File: src/logic/asv_pkg.sv
// Constants for the ADC sequencer and voltage-ID monitor block.
// Assumes a 100 MHz device clock and byte-wide internal register access.
package asv_pkg;
   // Clock rate
   localparam int CLK_KHZ = 100000;

   // Register offsets
   localparam logic [7:0] ADDR_CYCLE_EXT = 8'h10;
   localparam logic [7:0] ADDR_VALUE_BASE = 8'h20;
   localparam logic [7:0] ADDR_VALUE_LAST = 8'h27;
   localparam logic [7:0] ADDR_VOLT_ID = 8'h43;
   localparam logic [7:0] ADDR_FAN1_MIN_HI = 8'h55;
   localparam logic [7:0] ADDR_ADC_CTRL = 8'h73;
   localparam logic [7:0] ADDR_EXT_RES1 = 8'h76;
   localparam logic [7:0] ADDR_EXT_RES2 = 8'h77;
   localparam logic [7:0] ADDR_ATTEN_BYP = 8'h7D;

   // Field positions
   localparam int CYCLE_EXT_BIT = 7;
   localparam int AVG_OFF_BIT = 4;
   localparam int BYP_ALL_BIT = 5;
   localparam int SINGLE_BIT = 6;
   localparam int SEL_LSB = 5;
   localparam int SHARED_SEL_BIT = 7;
   localparam int THRESH_BIT = 6;
   localparam int SHARED_ID_BIT = 5;
   localparam int BYP_2V5_BIT = 4;
   localparam int BYP_CORE_BIT = 5;
   localparam int BYP_5V_BIT = 6;
   localparam int BYP_12V_BIT = 7;

   // Reset values
   localparam logic [7:0] RST_CYCLE_EXT = 8'h00;
   localparam logic [7:0] RST_ADC_CTRL = 8'h00;
   localparam logic [7:0] RST_ATTEN_BYP = 8'h00;
   localparam logic [7:0] RST_FAN1_MIN_HI = 8'hFF;
   localparam logic [1:0] RST_VOLT_ID_CFG = 2'h0;

   // Channel codes, in select-field order
   localparam logic [2:0] CH_2V5 = 3'h0;
   localparam logic [2:0] CH_CORE = 3'h1;
   localparam logic [2:0] CH_SUPPLY = 3'h2;
   localparam logic [2:0] CH_5V = 3'h3;
   localparam logic [2:0] CH_12V = 3'h4;
   localparam logic [2:0] CH_REMOTE1 = 3'h5;
   localparam logic [2:0] CH_LOCAL = 3'h6;
   localparam logic [2:0] CH_REMOTE2 = 3'h7;

   // Samples averaged per stored value
   localparam logic [3:0] AVG_LAST = 4'hF;

   // Times in microseconds and derived cycle counts
   localparam int T_VOLT_US = 700;
   localparam int T_REMOTE_US = 7000;
   localparam int T_LOCAL_US = 1300;
   localparam int T_CYCLE_US = 146500;
   localparam int T_CYCLE_EXT_US = 240000;
   localparam int VOLT_CYC = T_VOLT_US * CLK_KHZ / 1000;
   localparam int REMOTE_CYC = T_REMOTE_US * CLK_KHZ / 1000;
   localparam int LOCAL_CYC = T_LOCAL_US * CLK_KHZ / 1000;
   localparam int CYCLE_CYC = T_CYCLE_US * CLK_KHZ / 1000;
   localparam int CYCLE_EXT_CYC = T_CYCLE_EXT_US * CLK_KHZ / 1000;

   // Sequencer states
   typedef enum logic [1:0]
   {
      SEQ_CONV = 2'b01,
      SEQ_WAIT = 2'b10
   } asv_state_t;
endpackage

File: src/logic/asv_adc_sequencer.sv
// Conversion sequencer, value registers and voltage-ID capture.
// Assumes the analog front end returns a settled 10-bit code on adcCode for
// the channel on adcChannel, and that register reads and writes arrive as
// single-cycle strobes from the serial-bus engine, one at a time.
`timescale 1ns/1ps

// Operation
// - With averaging on, store the mean of sixteen conversions, never one raw sample.
// - Control bit 4 set turns averaging off; each conversion stored directly.
// - Round-robin passes start no more often than every 146.5 ms; a default averaged pass over all channels takes 300.8 ms.
// - Unaveraged slots: 0.7 ms voltage, 7 ms remote, 1.3 ms local temperature.
// - Cycle-extension bit 7 set lengthens the minimum round-robin cycle to 240 ms.
// - Control bit 5 bypasses attenuators on all five voltage inputs.
// - Bypass-register bits 7..4 bypass 12 V, 5 V, core, 2.5 V attenuators singly.
// - Control bit 6 stops cycling; only the selected channel is converted.
// - In single-channel mode the selected input updates every 0.7 ms.
// - Fan-limit bits 7..5 pick the single channel in select-code order.
// - Select field lives in the fan-1 minimum high limit; writing changes both.
// - Stored code is unsigned 10-bit, 768 nominal, saturating at 1023.
// - Voltage-ID bits 4..0 show the live levels of five dedicated pins.
// - Bit 5 reads 0 in 12 V mode, else shows the shared pin level.
// - Voltage-ID bit 7 chooses 12 V input or sixth voltage-ID input.
// - An averaged voltage takes sixteen 0.7 ms conversions, about 11 ms.
// - Reading an extended byte freezes matching value registers until read.
module asv_adc_sequencer
#(
   parameter int VoltCycles = asv_pkg::VOLT_CYC,
   parameter int RemoteCycles = asv_pkg::REMOTE_CYC,
   parameter int LocalCycles = asv_pkg::LOCAL_CYC,
   parameter int CycleCycles = asv_pkg::CYCLE_CYC,
   parameter int CycleExtCycles = asv_pkg::CYCLE_EXT_CYC
)
(
   input wire logic clock,
   input wire logic reset,
   input wire logic [7:0] regAddr,
   input wire logic [7:0] regWrData,
   input wire logic regWrEn,
   input wire logic regRdEn,
   output logic [7:0] regRdData,
   input wire logic [9:0] adcCode,
   output logic [2:0] adcChannel,
   output logic [4:0] attenBypass,
   output logic sampleStrobe,
   input wire logic [4:0] voltIdPins,
   input wire logic voltIdBit5Shared,
   output logic sharedPinFunctionSelect,
   output logic voltIdThreshold,
   output logic [7:0] fan1MinHigh
);
   import asv_pkg::*;

   logic [7:0] cycleExt_reg;
   logic [7:0] adcCtrl_reg;
   logic [7:0] attenByp_reg;
   logic [7:0] fan1MinHi_reg;
   logic [1:0] voltIdCfg_reg;
   logic [5:0] voltIdLive_reg;
   logic [9:0] value_reg [8];
   logic [7:0] freeze_reg;
   logic [7:0] rdData_reg;
   logic [7:0] rdData_next;
   asv_state_t state_reg;
   logic [2:0] chan_reg;
   logic [24:0] slotCnt_reg;
   logic [24:0] periodCnt_reg;
   logic [3:0] sampleCnt_reg;
   logic [13:0] accum_reg;
   logic singlePrev_reg;
   logic [4:0] byp_reg;
   logic strobe_reg;

   logic singleMode;
   logic avgOn;
   logic [2:0] selField;
   logic [24:0] slotLast;
   logic [24:0] periodLast;
   logic slotEnd;
   logic lastSample;
   logic [13:0] sum;
   logic [9:0] result;
   logic passDone;
   logic [2:0] nextChan;
   logic modeChange;

   assign singleMode = adcCtrl_reg[SINGLE_BIT];
   assign selField = fan1MinHi_reg[7:SEL_LSB];
   // Single-channel mode always runs unaveraged 0.7 ms slots
   assign avgOn = !adcCtrl_reg[AVG_OFF_BIT] && !singleMode;
   assign modeChange = singleMode != singlePrev_reg;

   // Slot length by channel; averaging repeats the slot sixteen times
   always_comb
   begin
      if (singleMode || chan_reg < CH_REMOTE1)
      begin
         slotLast = 25'(VoltCycles - 1);
      end
      else if (chan_reg == CH_LOCAL)
      begin
         slotLast = 25'(LocalCycles - 1);
      end
      else
      begin
         slotLast = 25'(RemoteCycles - 1);
      end
   end

   // Pass period chosen by the extension bit
   assign periodLast = cycleExt_reg[CYCLE_EXT_BIT] ?
      25'(CycleExtCycles - 1) : 25'(CycleCycles - 1);

   assign slotEnd = state_reg == SEQ_CONV && slotCnt_reg == slotLast;
   assign lastSample = !avgOn || sampleCnt_reg == AVG_LAST;
   assign sum = accum_reg + {4'h0, adcCode};
   // Mean of sixteen is the sum shifted by four; raw code otherwise
   assign result = avgOn ? sum[13:4] : adcCode;

   // Next channel; the 12 V slot is skipped while the pin reads voltage ID
   always_comb
   begin
      nextChan = chan_reg + 3'h1;
      passDone = 1'b0;
      if (chan_reg == CH_REMOTE2)
      begin
         nextChan = CH_2V5;
         passDone = 1'b1;
      end
      else if (nextChan == CH_12V && voltIdCfg_reg[1])
      begin
         nextChan = CH_REMOTE1;
      end
   end

   // Configuration registers written by the host
   always_ff @(posedge clock or posedge reset)
   begin
      if (reset)
      begin
         cycleExt_reg <= RST_CYCLE_EXT;
         adcCtrl_reg <= RST_ADC_CTRL;
         attenByp_reg <= RST_ATTEN_BYP;
         fan1MinHi_reg <= RST_FAN1_MIN_HI;
         voltIdCfg_reg <= RST_VOLT_ID_CFG;
      end
      else if (regWrEn)
      begin
         case (regAddr)
            ADDR_CYCLE_EXT: cycleExt_reg <= regWrData;
            ADDR_ADC_CTRL: adcCtrl_reg <= regWrData;
            ADDR_ATTEN_BYP: attenByp_reg <= regWrData;
            ADDR_FAN1_MIN_HI: fan1MinHi_reg <= regWrData;
            ADDR_VOLT_ID:
               voltIdCfg_reg <= {regWrData[SHARED_SEL_BIT],
                                 regWrData[THRESH_BIT]};
            default: ;
         endcase
      end
   end

   // Voltage-ID pins captured every cycle so reads show live levels
   always_ff @(posedge clock or posedge reset)
   begin
      if (reset)
      begin
         voltIdLive_reg <= 6'h00;
      end
      else
      begin
         voltIdLive_reg[4:0] <= voltIdPins;
         // Shared pin reads zero while it is the 12 V input
         voltIdLive_reg[SHARED_ID_BIT] <=
            voltIdCfg_reg[1] && voltIdBit5Shared;
      end
   end

   // Sequencer: slot timer, sample count, channel and pass period
   always_ff @(posedge clock or posedge reset)
   begin
      if (reset)
      begin
         state_reg <= SEQ_CONV;
         chan_reg <= CH_2V5;
         slotCnt_reg <= 25'h0000000;
         periodCnt_reg <= 25'h0000000;
         sampleCnt_reg <= 4'h0;
         accum_reg <= 14'h0000;
         singlePrev_reg <= 1'b0;
      end
      else
      begin
         singlePrev_reg <= singleMode;
         periodCnt_reg <= periodCnt_reg + 25'h0000001;
         if (modeChange)
         begin
            // Restart cleanly on entering or leaving single mode
            state_reg <= SEQ_CONV;
            chan_reg <= singleMode ? selField : CH_2V5;
            slotCnt_reg <= 25'h0000000;
            periodCnt_reg <= 25'h0000000;
            sampleCnt_reg <= 4'h0;
            accum_reg <= 14'h0000;
         end
         else
         begin
            case (state_reg)
               SEQ_CONV:
               begin
                  if (slotEnd)
                  begin
                     slotCnt_reg <= 25'h0000000;
                     if (!lastSample)
                     begin
                        sampleCnt_reg <= sampleCnt_reg + 4'h1;
                        accum_reg <= sum;
                     end
                     else
                     begin
                        sampleCnt_reg <= 4'h0;
                        accum_reg <= 14'h0000;
                        if (singleMode)
                        begin
                           chan_reg <= selField;
                        end
                        else
                        begin
                           chan_reg <= nextChan;
                           // Start the next pass only when the period is up
                           if (passDone && periodCnt_reg < periodLast)
                           begin
                              state_reg <= SEQ_WAIT;
                           end
                           else if (passDone)
                           begin
                              periodCnt_reg <= 25'h0000000;
                           end
                        end
                     end
                  end
                  else
                  begin
                     slotCnt_reg <= slotCnt_reg + 25'h0000001;
                  end
               end
               SEQ_WAIT:
               begin
                  if (periodCnt_reg >= periodLast)
                  begin
                     state_reg <= SEQ_CONV;
                     periodCnt_reg <= 25'h0000000;
                  end
               end
               default:
               begin
                  state_reg <= SEQ_CONV;
               end
            endcase
         end
      end
   end

   // Value store, one entry per channel; frozen entries hold their code
   genvar gi;
   generate
      for (gi = 0; gi < 8; gi++)
      begin : gValue
         always_ff @(posedge clock or posedge reset)
         begin
            if (reset)
            begin
               value_reg[gi] <= 10'h000;
            end
            else if (slotEnd && lastSample && !modeChange
                     && chan_reg == 3'(gi) && !freeze_reg[gi])
            begin
               value_reg[gi] <= result;
            end
         end
      end
   endgenerate

   // Freeze set by an extended-byte read, released by the value read
   always_ff @(posedge clock or posedge reset)
   begin
      if (reset)
      begin
         freeze_reg <= 8'h00;
      end
      else if (regRdEn)
      begin
         if (regAddr == ADDR_EXT_RES1)
         begin
            freeze_reg[3:0] <= 4'hF;
         end
         else if (regAddr == ADDR_EXT_RES2)
         begin
            freeze_reg[7:4] <= 4'hF;
         end
         else if (regAddr >= ADDR_VALUE_BASE && regAddr <= ADDR_VALUE_LAST)
         begin
            freeze_reg[regAddr[2:0]] <= 1'b0;
         end
      end
   end

   // Read multiplexer; unmapped offsets read zero
   always_comb
   begin
      rdData_next = 8'h00;
      if (regAddr >= ADDR_VALUE_BASE && regAddr <= ADDR_VALUE_LAST)
      begin
         rdData_next = value_reg[regAddr[2:0]][9:2];
      end
      else
      begin
         case (regAddr)
            ADDR_CYCLE_EXT: rdData_next = cycleExt_reg;
            ADDR_ADC_CTRL: rdData_next = adcCtrl_reg;
            ADDR_ATTEN_BYP: rdData_next = attenByp_reg;
            ADDR_FAN1_MIN_HI: rdData_next = fan1MinHi_reg;
            ADDR_VOLT_ID:
               rdData_next = {voltIdCfg_reg, voltIdLive_reg};
            ADDR_EXT_RES1:
               rdData_next = {value_reg[3][1:0], value_reg[2][1:0],
                              value_reg[1][1:0], value_reg[0][1:0]};
            ADDR_EXT_RES2:
               rdData_next = {value_reg[7][1:0], value_reg[6][1:0],
                              value_reg[5][1:0], value_reg[4][1:0]};
            default: rdData_next = 8'h00;
         endcase
      end
   end

   // Read data held from one read strobe to the next
   always_ff @(posedge clock or posedge reset)
   begin
      if (reset)
      begin
         rdData_reg <= 8'h00;
      end
      else if (regRdEn)
      begin
         rdData_reg <= rdData_next;
      end
   end

   // Attenuator controls: global bypass or the per-channel bits
   always_ff @(posedge clock or posedge reset)
   begin
      if (reset)
      begin
         byp_reg <= 5'h00;
         strobe_reg <= 1'b0;
      end
      else
      begin
         byp_reg[CH_2V5] <= adcCtrl_reg[BYP_ALL_BIT]
            || attenByp_reg[BYP_2V5_BIT];
         byp_reg[CH_CORE] <= adcCtrl_reg[BYP_ALL_BIT]
            || attenByp_reg[BYP_CORE_BIT];
         // The supply input has no individual bypass
         byp_reg[CH_SUPPLY] <= adcCtrl_reg[BYP_ALL_BIT];
         byp_reg[CH_5V] <= adcCtrl_reg[BYP_ALL_BIT]
            || attenByp_reg[BYP_5V_BIT];
         byp_reg[CH_12V] <= adcCtrl_reg[BYP_ALL_BIT]
            || attenByp_reg[BYP_12V_BIT];
         strobe_reg <= slotEnd && !modeChange;
      end
   end

   assign regRdData = rdData_reg;
   assign adcChannel = chan_reg;
   assign attenBypass = byp_reg;
   assign sampleStrobe = strobe_reg;
   assign sharedPinFunctionSelect = voltIdCfg_reg[1];
   assign voltIdThreshold = voltIdCfg_reg[0];
   assign fan1MinHigh = fan1MinHi_reg;
endmodule

File: config.mk
export PLATFORM = sky130hd
export DESIGN_NAME = asv_adc_sequencer
export DESIGN_NICKNAME = d
export VERILOG_FILES = /design/src/logic/asv_pkg.sv /design/src/logic/asv_adc_sequencer.sv
export SDC_FILE = /design/constraint.sdc
export NUM_CORES = 1
export LEC_CHECK = 0
export ABC_CLOCK_PERIOD_IN_PS = 12930
export CORE_ASPECT_RATIO = 1.5
export CORE_UTILIZATION = 48
export DETAILED_ROUTE_END_ITERATION = 10
export DONT_BUFFER_PORTS = 1
export SETUP_SLACK_MARGIN = 0.5
export SLEW_MARGIN = 5
export SYNTH_ARGS = -nofsm -noshare
export SYNTH_HDL_FRONTEND = slang
export SYNTH_SLANG_ARGS = --single-unit
File: constraint.sdc
create_clock -name clock -period 12.93 [get_ports clock]
set_input_delay 0.6465 -clock clock [delete_from_list [all_inputs] [get_ports clock]]
set_output_delay 0.6465 -clock clock [all_outputs]
set_load 0.02 [all_outputs]
==> results.tsv <==
metric	value	unit
clock root cell	clkbuf_16	
CP startpoint	state_reg[0]$_DFFE_PP1P_	
R2R depth	7	
Setup TNS	0	ns
PostCTS Resize Cnt	0	
met2 routed wirelength	14.25	mm
Adder-Cell Fraction of Synth Area	4.347	%
Power Dens Cells	140.5	nW/um2
Slew Limit Fails	0	
DR WL met3	1.313	mm
worst r2r dst	value_reg[37]$_DFFE_PP0P_	
WP data required	13.33	ns
Max FO, Critical Path	20	
max reg flops	80	
largest net degree at the start of global routing	78	
Worst IR Drop VDD	0.0001108	V
DRT antenna net count	0	
worst reg2reg path startpoint	state_reg[0]$_DFFE_PP1P_	
Final Hold Viols	0	
sequential area share after synthesis	48.76	%
CTS tree	yes	
DP HPWL	19.68	mm
initial cell density of the core	49.26	%
clock-pin slew on the worst setup and hold paths	0.06	ns
Setup CP Type	reg -> reg	
Post-CTS Setup Repair Bufs	0	
Remaining DRCs	0	
clock sinks	216	
post-layout min period	4.069	ns
synth unique cells	73	
CP startpoint kind	flip-flop	
Core Box Area	22550	um2
total power draw	1695	uW
Gate Count Post-Synth	1129	
Ports	63	
R2R Setup Slk	8.86	ns
Top FF cell, synth	dfrtp_1	
highest-count cells in the layout ignoring fill and taps	dfrtp_1, nand2_1, o21ai_0	
mux contribution to synthesized area	7.017	%
gp weighted congestion	0.8576	
Via Count	8324	
top routing layer used	met4	
leakage	0.005583	uW
Fmax	0.2458	GHz
Area growth syn-to-layout	8.549	%
critical path capture point type	flip-flop	
Syn Nets	1203	
synth warn	0	
Wirelength per Cell	20.10	um
initial antenna violation count	1	
Worst Skew	0.009080	ns
GRT overflow	0	
syn_area_per_cell	9.840	um2
Met1 Wirelength	11.60	mm
Port Buffers	0	
pre-CTS WS	8.836	ns
worst slew pin tran	1.178	ns
Post-synth EDFFs	0	
RSZ-0062 raised after global routing	false	
Longest Clk Path Bufs	3	
max-cap violation count	0	
largest family of logic cells by synthesized area	simple AND/OR/NAND/NOR gates	
Clock Latency Late Sink	0.51	ns
area of the mapped netlist	11110	um2
commonest non-fill, non-tap cell in the layout	dfrtp_1	
crit path DAT	4.47	ns
vias in the first global route	8443	
CTS H-tree depth	1	
#FFs+latches synth	216	
drt first pass iters	5	
hold_ws	0.06018	ns
share of cells above drive strength 1	10.05	%
DRT Wirelength	28.15	mm
die width	126.2	um
nets	1182	
first-pass GRT wire length	46.20	mm
Setup violations, final	0	
Synth Area in XOR/XNOR	3.154	%
Cell Rows	67	
hold bufs inserted after CTS	0	
total CTS buffers	23	
simple-gate area share of the yosys netlist	17.11	%
asr flop ratio synth	100.0	%
die area	23770	um2
post-synthesis compound-gate area fraction	16.30	%
Slew HR	21.16	%
post-layout worst setup margin	8.861	ns
Die Span Y	188.3	um
Vias per Instance	5.941	
status	finished clean	
initial DRC count	516	
post-route clock period utilization	31.47	%
CP endpoint	value_reg[37]$_DFFE_PP0P_	
GRT Total Usage	24.71	%
Hold Path Class	in -> async	
[synthesized netlist by cell type, types with 4 or more instances]
cell      count  area [um2]
dfrtp_1     207        5180
nand2_1     165       619.3
o21ai_0     134       670.6
nor2_1       67       251.5
a21oi_1      40       200.2
ha_1         37       462.9
inv_1        37       138.9
clkbuf_1     35       131.4
mux2_2       35       394.1
nand3_1      34       170.2
mux2i_1      25       250.2
nand4_1      23       143.9
xor2_1       22       192.7
and3_1       21       131.4
xnor2_1      18       157.7
a31oi_1      15       93.84
a22oi_1      13       97.59
nor2b_1      12       75.07
nor3_1       12       60.06
buf_2        10       50.05
o211ai_1     10       75.07
a21o_1        9       67.56
a22o_1        9       78.83
and2_1        9       56.30
dfstp_2       9       236.5
a221oi_1      8       70.07
nor4_1        8       50.05
mux4_2        6       135.1
or2_2         6       37.54
and4_1        5       43.79
o21a_1        5       37.54
o32a_1        5       50.05
a222oi_1      4       40.04
buf_1         4       15.01
nand2b_1      4       25.02
nand4b_1      4       35.03
nor3b_1       4       30.03
o21bai_1      4       30.03
o31a_1        4       35.03
[critical path, cell delays in order, from the launching register on]
cell	delay, ns
dfstp_2	0.54
ha_1	0.44
inv_1	0.23
nor4_1	0.37
nand4_1	0.27
a2111oi_4	0.69
nand4_1	0.92
o21ai_0	0.48
[kinds of logic (layout without fill, tap and decap cells)]
| logic type | count (synthesis) | after routing |
|---|---|---|
| compound gates | 286 | 286 |
| flops | 216 | 216 |
| other cells | 0 | 1 |
| simple gates | 393 | 393 |
| mux | 66 | 66 |
| fa+ha+maj | 38 | 38 |
| xor+xnor | 40 | 40 |
| buf+inv | 90 | 85 |
[worst min-delay path by stage]
stage	startpoint	endpoint	slack [ns]	cells after the start
after floorplan	adcCtrl_reg[6]$_DFFE_PP0P_	singlePrev_reg$_DFF_PP0_	0.40	0
after global placement	value_reg[32]$_DFFE_PP0P_	value_reg[32]$_DFFE_PP0P_	0.46	2
after detailed placement	value_reg[15]$_DFFE_PP0P_	value_reg[15]$_DFFE_PP0P_	0.47	2
after CTS	reset	sampleCnt_reg[0]$_DFFE_PP0P_	0.07	1
after global routing	reset	sampleCnt_reg[0]$_DFFE_PP0P_	0.1	1
final	reset	slotCnt_reg[19]$_DFFE_PP0N_	0.06	1
[cell type report]
type | instances | area (um2)
inverter | 38 | 150.1
multi-input combinational | 823 | 5335
clock buffer | 31 | 655.6
tap | 276 | 345.3
sequential | 216 | 5416
clock inverter | 10 | 108.9
timing repair buffer | 6 | 45.04
fill | 2045 | 10490
antenna | 1 | 2.502
[report_power, final]
part,switching [uW],internal [uW]
Clock,272,395
Sequential,62.6,717
Combinational,153,94.7
Total,488,1210
[stage by stage]
| step | util, % | std cells | cell area (um2) |
|---|---|---|---|
| after global routing | 53.48 | 1401 | 12060 |
| final | 53.48 | 1401 | 12060 |
| after global placement | 50.05 | 1359 | 11290 |
| after floorplan | - | 1129 | 11110 |
| after CTS | 53.44 | 1400 | 12050 |
| after detailed placement | 50.05 | 1359 | 11290 |
[metal layers]
metal  track usage [%]  vias to the layer above
met5                 0                        -
met4             9.963                        0
met3             4.912                       56
met2             42.78                      151
met1             30.00                     4107
li1                  -                     4010
Power figures use the tool's default switching activity.
